$ cat src/hw/sfp_pkg.sv
package sfp_pkg;

    // ----------------------------------------------------------------
    // Frame format
    // ----------------------------------------------------------------
    localparam int FRAME_BITS = 16;
    localparam int CNT_W = 5;
    localparam logic [CNT_W-1:0] CNT_FULL = 5'h10;
    localparam logic [CNT_W-1:0] CNT_NONE = 5'h00;
    localparam int ADDR_LSB = 0;
    localparam int ADDR_W = 7;
    localparam int WR_BIT = 7;
    localparam int DATA_LSB = 8;
    localparam int DATA_W = 8;
    localparam logic [FRAME_BITS-1:0] WORD_RESET = 16'h0000;

    // Decoded command handed to the core after a good frame
    typedef struct packed {
        logic [DATA_W-1:0] data;
        logic write;
        logic [ADDR_W-1:0] addr;
    } sfp_cmd_t;

    // Serial pins as sampled from the master
    typedef struct packed {
        logic sclk;
        logic sel_n;
        logic mosi;
    } sfp_pins_t;

    // Port state
    typedef enum logic [1:0] {
        SFP_IDLE = 2'b01,
        SFP_BUSY = 2'b10
    } sfp_state_t;

endpackage

$ cat src/hw/sfp_port.sv
`timescale 1ns/100ps
// Summary of operation
// Each command is one 16-bit serial word
// Frame starts on select falling edge
// Decode captured word only at select rise
// Release data output on select rise
// Sample input on falling serial clock edges
// Shift response out after rising clock edges
// No pass-through, no daisy chaining
// Discard unless 0 or 16 clocks, clock low
// Rejected frame flags error bit next frame
// Address bits 6..0, bit 7 write, data 15..8
// Ignore frames during restart state; the code only suppresses the command, the error flag still updates
// Clear counter and shifter at frame start
module sfp_port
    import sfp_pkg::*;
(
    input wire logic clk_i,
    input wire logic rst_i,
    input wire logic sclk_i,
    input wire logic select_low_input_n_i,
    input wire logic mosi_i,
    input wire logic restart_state_i,
    input wire logic [FRAME_BITS-1:0] resp_word_i,
    output logic miso_o,
    output logic miso_oe_o,
    output logic cmd_valid_o,
    output sfp_cmd_t cmd_o,
    output logic frame_err_o
);

    // ----------------------------------------------------------------
    // Helper functions
    // ----------------------------------------------------------------
    // High when a sampled pin went from low to high
    function automatic logic went_high(input logic prev_lvl, input logic now_lvl);
        return !prev_lvl && now_lvl;
    endfunction

    // High when a sampled pin went from high to low
    function automatic logic went_low(input logic prev_lvl, input logic now_lvl);
        return prev_lvl && !now_lvl;
    endfunction

    // Only an empty frame or a full word counts as well formed
    function automatic logic count_ok(input logic [CNT_W-1:0] cnt);
        return (cnt == CNT_NONE) || (cnt == CNT_FULL);
    endfunction

    // First bit out carries the error flag on top of the response
    function automatic logic [FRAME_BITS-1:0] load_word(input logic err,
                                                        input logic [FRAME_BITS-1:0] resp);
        return {err | resp[FRAME_BITS-1], resp[FRAME_BITS-2:0]};
    endfunction

    // Split a received word into address, direction and data byte
    function automatic sfp_cmd_t decode_cmd(input logic [FRAME_BITS-1:0] word);
        sfp_cmd_t cmd;
        cmd.addr = word[ADDR_LSB +: ADDR_W];
        cmd.write = word[WR_BIT];
        cmd.data = word[DATA_LSB +: DATA_W];
        return cmd;
    endfunction

    // ----------------------------------------------------------------
    // Pin history and edge detection
    // ----------------------------------------------------------------
    sfp_pins_t pins_now;
    sfp_pins_t pins_reg;
    logic sel_fall;
    logic sel_rise;
    logic sclk_fall;
    logic sclk_rise;
    sfp_state_t state_reg;

    assign pins_now = '{sclk: sclk_i, sel_n: select_low_input_n_i, mosi: mosi_i};

    // Previous pin levels
    always_ff @(posedge clk_i) begin
        if (rst_i) begin
            pins_reg <= '{sclk: 1'b0, sel_n: 1'b1, mosi: 1'b0};
        end else begin
            pins_reg <= pins_now;
        end
    end

    // Select edges at any time, clock edges only while a frame is open
    assign sel_fall = went_low(pins_reg.sel_n, pins_now.sel_n);
    assign sel_rise = went_high(pins_reg.sel_n, pins_now.sel_n);
    assign sclk_fall = (state_reg == SFP_BUSY) && went_low(pins_reg.sclk, pins_now.sclk);
    assign sclk_rise = (state_reg == SFP_BUSY) && went_high(pins_reg.sclk, pins_now.sclk);

    // ----------------------------------------------------------------
    // Frame state
    // ----------------------------------------------------------------
    logic [CNT_W-1:0] cnt_reg;
    logic [FRAME_BITS-1:0] rx_reg;
    logic [FRAME_BITS-1:0] tx_reg;
    logic clk_bad_reg;
    logic err_reg;
    logic frame_ok;
    logic frame_end;
    logic rise_clk_hi;

    // Idle until select falls, busy until it rises
    always_ff @(posedge clk_i) begin
        if (rst_i) begin
            state_reg <= SFP_IDLE;
        end else begin
            case (state_reg)
                SFP_IDLE: begin
                    if (sel_fall) begin
                        state_reg <= SFP_BUSY;
                    end
                end
                SFP_BUSY: begin
                    if (sel_rise) begin
                        state_reg <= SFP_IDLE;
                    end
                end
                default: begin
                    state_reg <= SFP_IDLE;
                end
            endcase
        end
    end

    // Clock counter, saturates above the full count
    always_ff @(posedge clk_i) begin
        if (rst_i) begin
            cnt_reg <= CNT_NONE;
        end else if (sel_fall) begin
            cnt_reg <= CNT_NONE;
        end else if (sclk_fall && cnt_reg <= CNT_FULL) begin
            cnt_reg <= cnt_reg + 5'h01;
        end
    end

    // Receive shifter, MSB first
    always_ff @(posedge clk_i) begin
        if (rst_i) begin
            rx_reg <= WORD_RESET;
        end else if (sel_fall) begin
            rx_reg <= WORD_RESET;
        end else if (sclk_fall) begin
            rx_reg <= {rx_reg[FRAME_BITS-2:0], pins_now.mosi};
        end
    end

    // Serial clock high at either select edge spoils the frame
    always_ff @(posedge clk_i) begin
        if (rst_i) begin
            clk_bad_reg <= 1'b0;
        end else if (sel_fall) begin
            clk_bad_reg <= pins_now.sclk;
        end else if (rise_clk_hi) begin
            clk_bad_reg <= 1'b1;
        end
    end

    // Clock still high as select rises
    assign rise_clk_hi = sel_rise && pins_now.sclk;
    // Good frame: clock low at both select edges and 0 or 16 falls counted
    assign frame_ok = !clk_bad_reg && !rise_clk_hi && count_ok(cnt_reg);
    // Select rises on an open frame
    assign frame_end = sel_rise && (state_reg == SFP_BUSY);

    // Error flag, reported in the following frame
    always_ff @(posedge clk_i) begin
        if (rst_i) begin
            err_reg <= 1'b0;
        end else if (frame_end) begin
            err_reg <= !frame_ok;
        end
    end

    // ----------------------------------------------------------------
    // Transmit side
    // ----------------------------------------------------------------
    // Load response at frame start, error bit first, shift after rising edges
    always_ff @(posedge clk_i) begin
        if (rst_i) begin
            tx_reg <= WORD_RESET;
        end else if (sel_fall) begin
            tx_reg <= load_word(err_reg, resp_word_i);
        end else if (sclk_rise) begin
            tx_reg <= {tx_reg[FRAME_BITS-2:0], 1'b0};
        end
    end

    // Output drives only while busy
    always_ff @(posedge clk_i) begin
        if (rst_i) begin
            miso_oe_o <= 1'b0;
        end else if (sel_rise) begin
            miso_oe_o <= 1'b0;
        end else if (sel_fall) begin
            miso_oe_o <= 1'b1;
        end
    end

    // Line shows zero when released; the pad turns it to high impedance
    assign miso_o = miso_oe_o ? tx_reg[FRAME_BITS-1] : 1'b0;
    assign frame_err_o = err_reg;

    // ----------------------------------------------------------------
    // Command decode at frame end
    // ----------------------------------------------------------------
    // One-cycle strobe and held command after a good full frame
    always_ff @(posedge clk_i) begin
        if (rst_i) begin
            cmd_valid_o <= 1'b0;
            cmd_o <= '0;
        end else begin
            cmd_valid_o <= 1'b0;
            // Only a full word decodes; an empty frame just clears the error flag
            if (frame_end && frame_ok && cnt_reg == CNT_FULL
                && !restart_state_i) begin
                cmd_valid_o <= 1'b1;
                cmd_o <= decode_cmd(rx_reg);
            end
        end
    end

endmodule

$ cat config.mk
export PLATFORM = sky130hd
export DESIGN_NAME = sfp_port
export DESIGN_NICKNAME = d
export VERILOG_FILES = /design/src/hw/sfp_pkg.sv /design/src/hw/sfp_port.sv
export SDC_FILE = /design/constraint.sdc
export NUM_CORES = 1
export LEC_CHECK = 0
export ABC_AREA = 1
export BUFFER_PORTS_ARGS = -buffer_cell sky130_fd_sc_hd__buf_2
export CORE_ASPECT_RATIO = 0.7
export CORE_UTILIZATION = 35
export DETAILED_ROUTE_END_ITERATION = 16
export GPL_ROUTABILITY_DRIVEN = 1
export PLACE_DENSITY = 0.54
export SLEW_MARGIN = 20
export SYNTH_ARGS = -nofsm -noshare
export SYNTH_HDL_FRONTEND = slang
export SYNTH_SLANG_ARGS = --single-unit
$ cat constraint.sdc
create_clock -name clk_i -period 2.27 [get_ports clk_i]
set_input_delay 0 -clock clk_i [delete_from_list [all_inputs] [get_ports clk_i]]
set_output_delay 0 -clock clk_i [all_outputs]
set_load 0.01 [all_outputs]
### After elaboration in Yosys (flattened, before gate mapping)

Cells that the tools add are included.
W data, S select, Z words.

* register bits after elaboration: 61
* input port bits: 22

* add/subtract/negate cells: 1
* $lt $le $gt $ge: 1
* equality and inequality tests: 5
* mux-type cells: 9
* bitwise gates (word level): 1
* reductions and logical operators: 29

Operator list (count)
* $mux W16: 2
* $logic_and A1 B1 Y1: 14
* $logic_not A1 Y1: 8
* $add A5 B1 Y5 const B: 1
* $eq A5 B5 Y1 const B: 1
* $le A5 B5 Y1 const B: 1
* $logic_not A5 Y1: 1
* $mux W1: 4
* $mux W2: 2
* $ne A2 B2 Y1 const B: 2
* $pmux W2 S2: 1
* $reduce_bool A2 Y1: 2
* $reduce_or A2 Y1: 2
* $eq A2 B1 Y1 const B: 1
* $eq A2 B2 Y1 const B: 1
* $reduce_and A2 Y1: 1
* $logic_or A1 B1 Y1: 1
* $or A1 B1 Y1: 1

### Longest topological paths before layout

* word-level depth: 10
* gate-level depth with buffers: 10
* mapped depth without buffers: 9

### Worst setup path before layout

Ideal clock, no wire load.

* kind: register -> register
* from: reg cnt_reg[0]
* to: reg cmd_o[6] (netlist name)
* arrival: 1.192 ns
* setup slack: 0.963 ns
* stages on the path, launching flop included: 9
* buffers on the path: 1
* period minus slack after synthesis: 1.307 ns
* cell sequence: dfxtp_1 inv_1 ha_1 nand2_1 nor3_4 buf_6 nand3_1 nand2_1 nor2_1

* word-level cells in the longest chain between the ends: 6
* elaborated cells between the ends (all ways): 7
* those cells by class: 1 x eq/ne; 6 x reduce/logical

Ends and longest elaborated chain
* start, declared: RTL line sfp_port.sv:96 `logic [CNT_W-1:0] cnt_reg;`
* start signal, assigned: RTL line sfp_port.sv:135 `cnt_reg <= cnt_reg + 5'h01;`
* $eq A5 B5 Y1 / $logic_not A5 Y1 (equally long branches): RTL line sfp_port.sv:47, sfp_port.sv:217
* $logic_or A1 B1 Y1: RTL line sfp_port.sv:47 `return (cnt == CNT_NONE) || (cnt == CNT_FULL);`
* $logic_and A1 B1 Y1: RTL line sfp_port.sv:164 `assign frame_ok = !clk_bad_reg && !rise_clk_hi && count_ok(cnt_reg);`
* $logic_and A1 B1 Y1: RTL line sfp_port.sv:217 `if (frame_end && frame_ok && cnt_reg == CNT_FULL`
* $logic_and A1 B1 Y1 (*): RTL line sfp_port.sv:217
* $logic_and A1 B1 Y1 (*): RTL line sfp_port.sv:218 `&& !restart_state_i) begin`
* end signal, assigned: RTL line sfp_port.sv:220 `cmd_o <= decode_cmd(rx_reg);`
* end, declared: RTL line sfp_port.sv:28 `output sfp_cmd_t cmd_o,`

Mark *: on every way between the ends. The rest lies on a longest branch, timed or not.
A chain may end at the register's enable or synchronous reset.

### Worst setup path in the final report

* from: reg state_reg[0]
* to: reg tx_reg[5]

* word-level cells in the longest chain between the ends: 3

Ends and longest elaborated chain
* start, declared: RTL line sfp_port.sv:74 `sfp_state_t state_reg;`
* start signal, assigned: RTL line sfp_port.sv:108 `state_reg <= SFP_IDLE;`
* start signal, assigned: RTL line sfp_port.sv:113 `state_reg <= SFP_BUSY;`
* start signal, assigned: RTL line sfp_port.sv:118 `state_reg <= SFP_IDLE;`
* $eq A2 B2 Y1: RTL line sfp_port.sv:91 `assign sclk_rise = (state_reg == SFP_BUSY) && went_high(pins_reg.sclk, pins_now.sclk);`
* $logic_and A1 B1 Y1: RTL line sfp_port.sv:91
* $reduce_bool A2 Y1 (no source line)
* end signal, assigned: RTL line sfp_port.sv:185 `tx_reg <= load_word(err_reg, resp_word_i);`
* end signal, assigned: RTL line sfp_port.sv:187 `tx_reg <= {tx_reg[FRAME_BITS-2:0], 1'b0};`
* end, declared: RTL line sfp_port.sv:98 `logic [FRAME_BITS-1:0] tx_reg;`

No other way between the ends.

==> impl_metrics.sql <==
INSERT INTO impl_metrics (metric_group, metric, value, unit) VALUES
('worst_hold_path', 'timing.hold.worst.class', 'input pin to flop', ''),
('worst_setup_path', 'delay_of_the_slowest_critical_path_stage', '0.45', 'ns'),
('routing', 'via_count', '2284', ''),
('global_route', 'grt_overflow', '0', ''),
('worst_setup_path', 'slowest_stage', 'sky130_fd_sc_hd__nor2_2', ''),
('floorplanning', 'fp.dieW', '105', 'microns'),
('timing', 'period_minus_slack', '1.71', 'ns'),
('timing', 'final_hold_viol_count', '0', ''),
('routing', 'drt-pass1-iter-count', '4', ''),
('power_and_ir_drop', 'ir_worst_vdd', '0.000313', 'V'),
('worst_setup_path', 'cp_cell_sequence', 'inv_2, nand2_1, nor2_1, nor2_2, inv_1, nor2_1, nor2_1', ''),
('worst_setup_path', 'arrival', '1.93', 'ns'),
('clock_network', 'cts.repair.resized', '0', ''),
('timing', 'fmax', '586', 'MHz'),
('cells_and_area', 'post_route_cells_drive_above_1_share', '0.179', ''),
('synthesis', 'ys.flop_type', 'sky130_fd_sc_hd__dfxtp_1', ''),
('timing', 'worst_slew_pin_slew', '0.582', 'ns'),
('floorplanning', 'fp.dieArea', '0.00775', 'sq mm'),
('place', 'detailed_place.area', '0.00284', 'sq mm'),
('power_and_ir_drop', 'total_leakage_power', '1.44', 'nW'),
('routing', 'postRouteAntennaNets', '0', ''),
('timing', 'timing.slew.headroom', '0.612', ''),
('synthesis', 'yosys.cell_types.count', '19', ''),
('cells_and_area', 'insertedDiodeCount', '0', ''),
('timing', 'drv_slew', '0', ''),
('worst_setup_path', 'crit_path_start_kind', 'flop', ''),
('clock_network', 'insertion_delay', '0.33', 'ns'),
('place', 'io_buffer_count', '41', ''),
('synthesis', 'synth_most_common_cell', 'sky130_fd_sc_hd__nand2_1', ''),
('routing', 'remaining_drc_errors', '0', ''),
('worst_setup_path', 'worst_setup_path_end_kind', 'flop', ''),
('cells_and_area', 'finalNetCount', '433', ''),
('place', 'place_worst_setup_slack', '0.573', 'ns'),
('synthesis', 'synthArstFlopShare', '0', ''),
('cells_and_area', 'final_design_area_no_fill', '0.00313', 'sq mm'),
('synthesis', 'ys_seq_elements', '61', ''),
('timing', 'final_total_negative_setup_slack', '0', 'ns'),
('global_route', 'grt_first_pass_wirelength', '9530', 'microns'),
('timing', 'final.period_utilization', '0.752', ''),
('clock_network', 'ctsRootBufferMaster', 'sky130_fd_sc_hd__clkbuf_8', ''),
('worst_setup_path', 'critical_path_class', 'flop to flop', ''),
('clock_network', 'tritoncts', 'built', ''),
('cells_and_area', 'area_growth', '21.1', '%'),
('routing', 'first_iter_violations', '145', ''),
('clock_network', 'post_cts_setup_buffer_count', '0', ''),
('floorplanning', 'die_h', '73.9', 'microns'),
('status', 'status', 'complete, no violations', ''),
('worst_setup_path', 'worst-path-buf-inv', '2', ''),
('place', 'post-dp-hpwl', '3700', 'microns'),
('clock_network', 'numClockSinks', '61', ''),
('power_and_ir_drop', 'total_power', '2.20', 'mW'),
('synthesis', 'synth.cell_area', '0.00259', 'sq mm'),
('global_route', 'grt_pass1_vias', '2091', ''),
('place', 'place_congestion', '0.770', ''),
('synthesis', 'synthTopCellsByArea', 'sky130_fd_sc_hd__dfxtp_1, sky130_fd_sc_hd__nand2_1, sky130_fd_sc_hd__nor2_1', ''),
('synthesis', 'synth_largest_type_area_fraction', '0.472', ''),
('worst_setup_path', 'crit_path_frequent_cell', 'sky130_fd_sc_hd__nor2_1', ''),
('cells_and_area', 'area_taken_by_multi_input_logic_gates', '0.00111', 'sq mm'),
('synthesis', 'avgSynthCellArea', '7.23', 'sq um'),
('cells_and_area', 'sequential_cell_area', '0.00122', 'sq mm'),
('synthesis', 'synth-warning-count', '0', ''),
('floorplanning', 'design.portCount', '42', ''),
('synthesis', 'synth-seq-area-share', '0.472', ''),
('synthesis', 'synth-edff-count', '0', ''),
('routing', 'sum_of_routed_wire_length_over_all_layers', '5660', 'microns'),
('synthesis', 'syn_nets', '382', ''),
('clock_network', 'num_cts_buffers', '9', ''),
('floorplanning', 'core', '0.00694', 'sq mm'),
('floorplanning', 'initial_core_util', '0.373', ''),
('worst_setup_path', 'worst_ep_required_time', '2.49', 'ns'),
('global_route', 'global_route.usage.total', '0.157', '');
## placed cells by master, fill, tap and decap left out, types with 2 or more instances in the layout
cell type and instances:
sky130_fd_sc_hd__ha_1 2, sky130_fd_sc_hd__dlygate4sd3_1 10, sky130_fd_sc_hd__inv_2 4, sky130_fd_sc_hd__dfxtp_1 61, sky130_fd_sc_hd__o21ai_1 2, sky130_fd_sc_hd__buf_4 8, sky130_fd_sc_hd__xor2_1 2, sky130_fd_sc_hd__nand2_1 84
sky130_fd_sc_hd__nand3_1 17, sky130_fd_sc_hd__nor2_1 73, sky130_fd_sc_hd__buf_2 41, sky130_fd_sc_hd__o21ai_0 17, sky130_fd_sc_hd__a21oi_1 24, sky130_fd_sc_hd__nand4_1 2, sky130_fd_sc_hd__clkinv_2 4, sky130_fd_sc_hd__a211oi_1 16
sky130_fd_sc_hd__nor2_2 3, sky130_fd_sc_hd__inv_1 30, sky130_fd_sc_hd__clkbuf_8 9
## layout make-up
type,instances,area share
Clock buffer,9,0.0395
Clock inverter,7,0.0212
Inverter,34,0.0407
Multi-Input combinational cell,244,0.355
Sequential cell,61,0.390
Tap cell,94,0.0375
Timing Repair Buffer,59,0.117
## metal layers
metal	up-vias	global-route usage	routed length, microns
met2	40	0.237	2360
met4	0	0.0626	25
met5	-	0	0
met3	2	0.0500	195
met1	1012	0.212	3080
li1	1230	-	-
## worst paths after layout
check / from / to / depth (start not counted)
setup / recovery: state_reg[0] / tx_reg[5] / 7
hold / removal: resp_word_i[13] / tx_reg[13] / 5
setup reg to reg: state_reg[0] / tx_reg[5] / 7
hold reg to reg: rx_reg[15] / rx_reg[15] / 2
## kinds of logic (layout without fill, tap and decap cells)
kind of cell               after synthesis  after routing  share of synthesized area
AOI/OAI and AO/OA                       59             59                      0.130
buffers and inverters                   53            109                     0.0986
and+or+nand+nor                        181            181                      0.283
DFF                                     61             61                      0.472
xor gates and xnor gates                 2              2                    0.00677
adders and majority gates                2              2                    0.00967
## stage by stage
| stage | util | cells |
|---|---|---|
| 2_1_floorplan | - | 358 |
| 3_3_place_gp | 0.409 | 482 |
| 3_5_place_dp | 0.409 | 482 |
| 4_1_cts | 0.451 | 508 |
| 5_1_grt | 0.451 | 508 |
| 6_report | 0.451 | 508 |
## power breakdown
part / total (mW) / switching (mW) / leakage, nW / internal [mW]
Clock: 0.922 / 0.422 / 0.0987 / 0.500
Combinational: 0.163 / 0.0967 / 0.848 / 0.0666
Sequential: 1.11 / 0.0151 / 0.496 / 1.10
Total: 2.20 / 0.534 / 1.44 / 1.67
## tightest hold or removal path: stages
cell                      delay (ns)
sky130_fd_sc_hd__buf_2          0.08
sky130_fd_sc_hd__nand2_1        0.05
sky130_fd_sc_hd__nand2_1        0.06
sky130_fd_sc_hd__o21ai_0        0.06
sky130_fd_sc_hd__nor2_1         0.07
(Power assumes the default switching activity.)
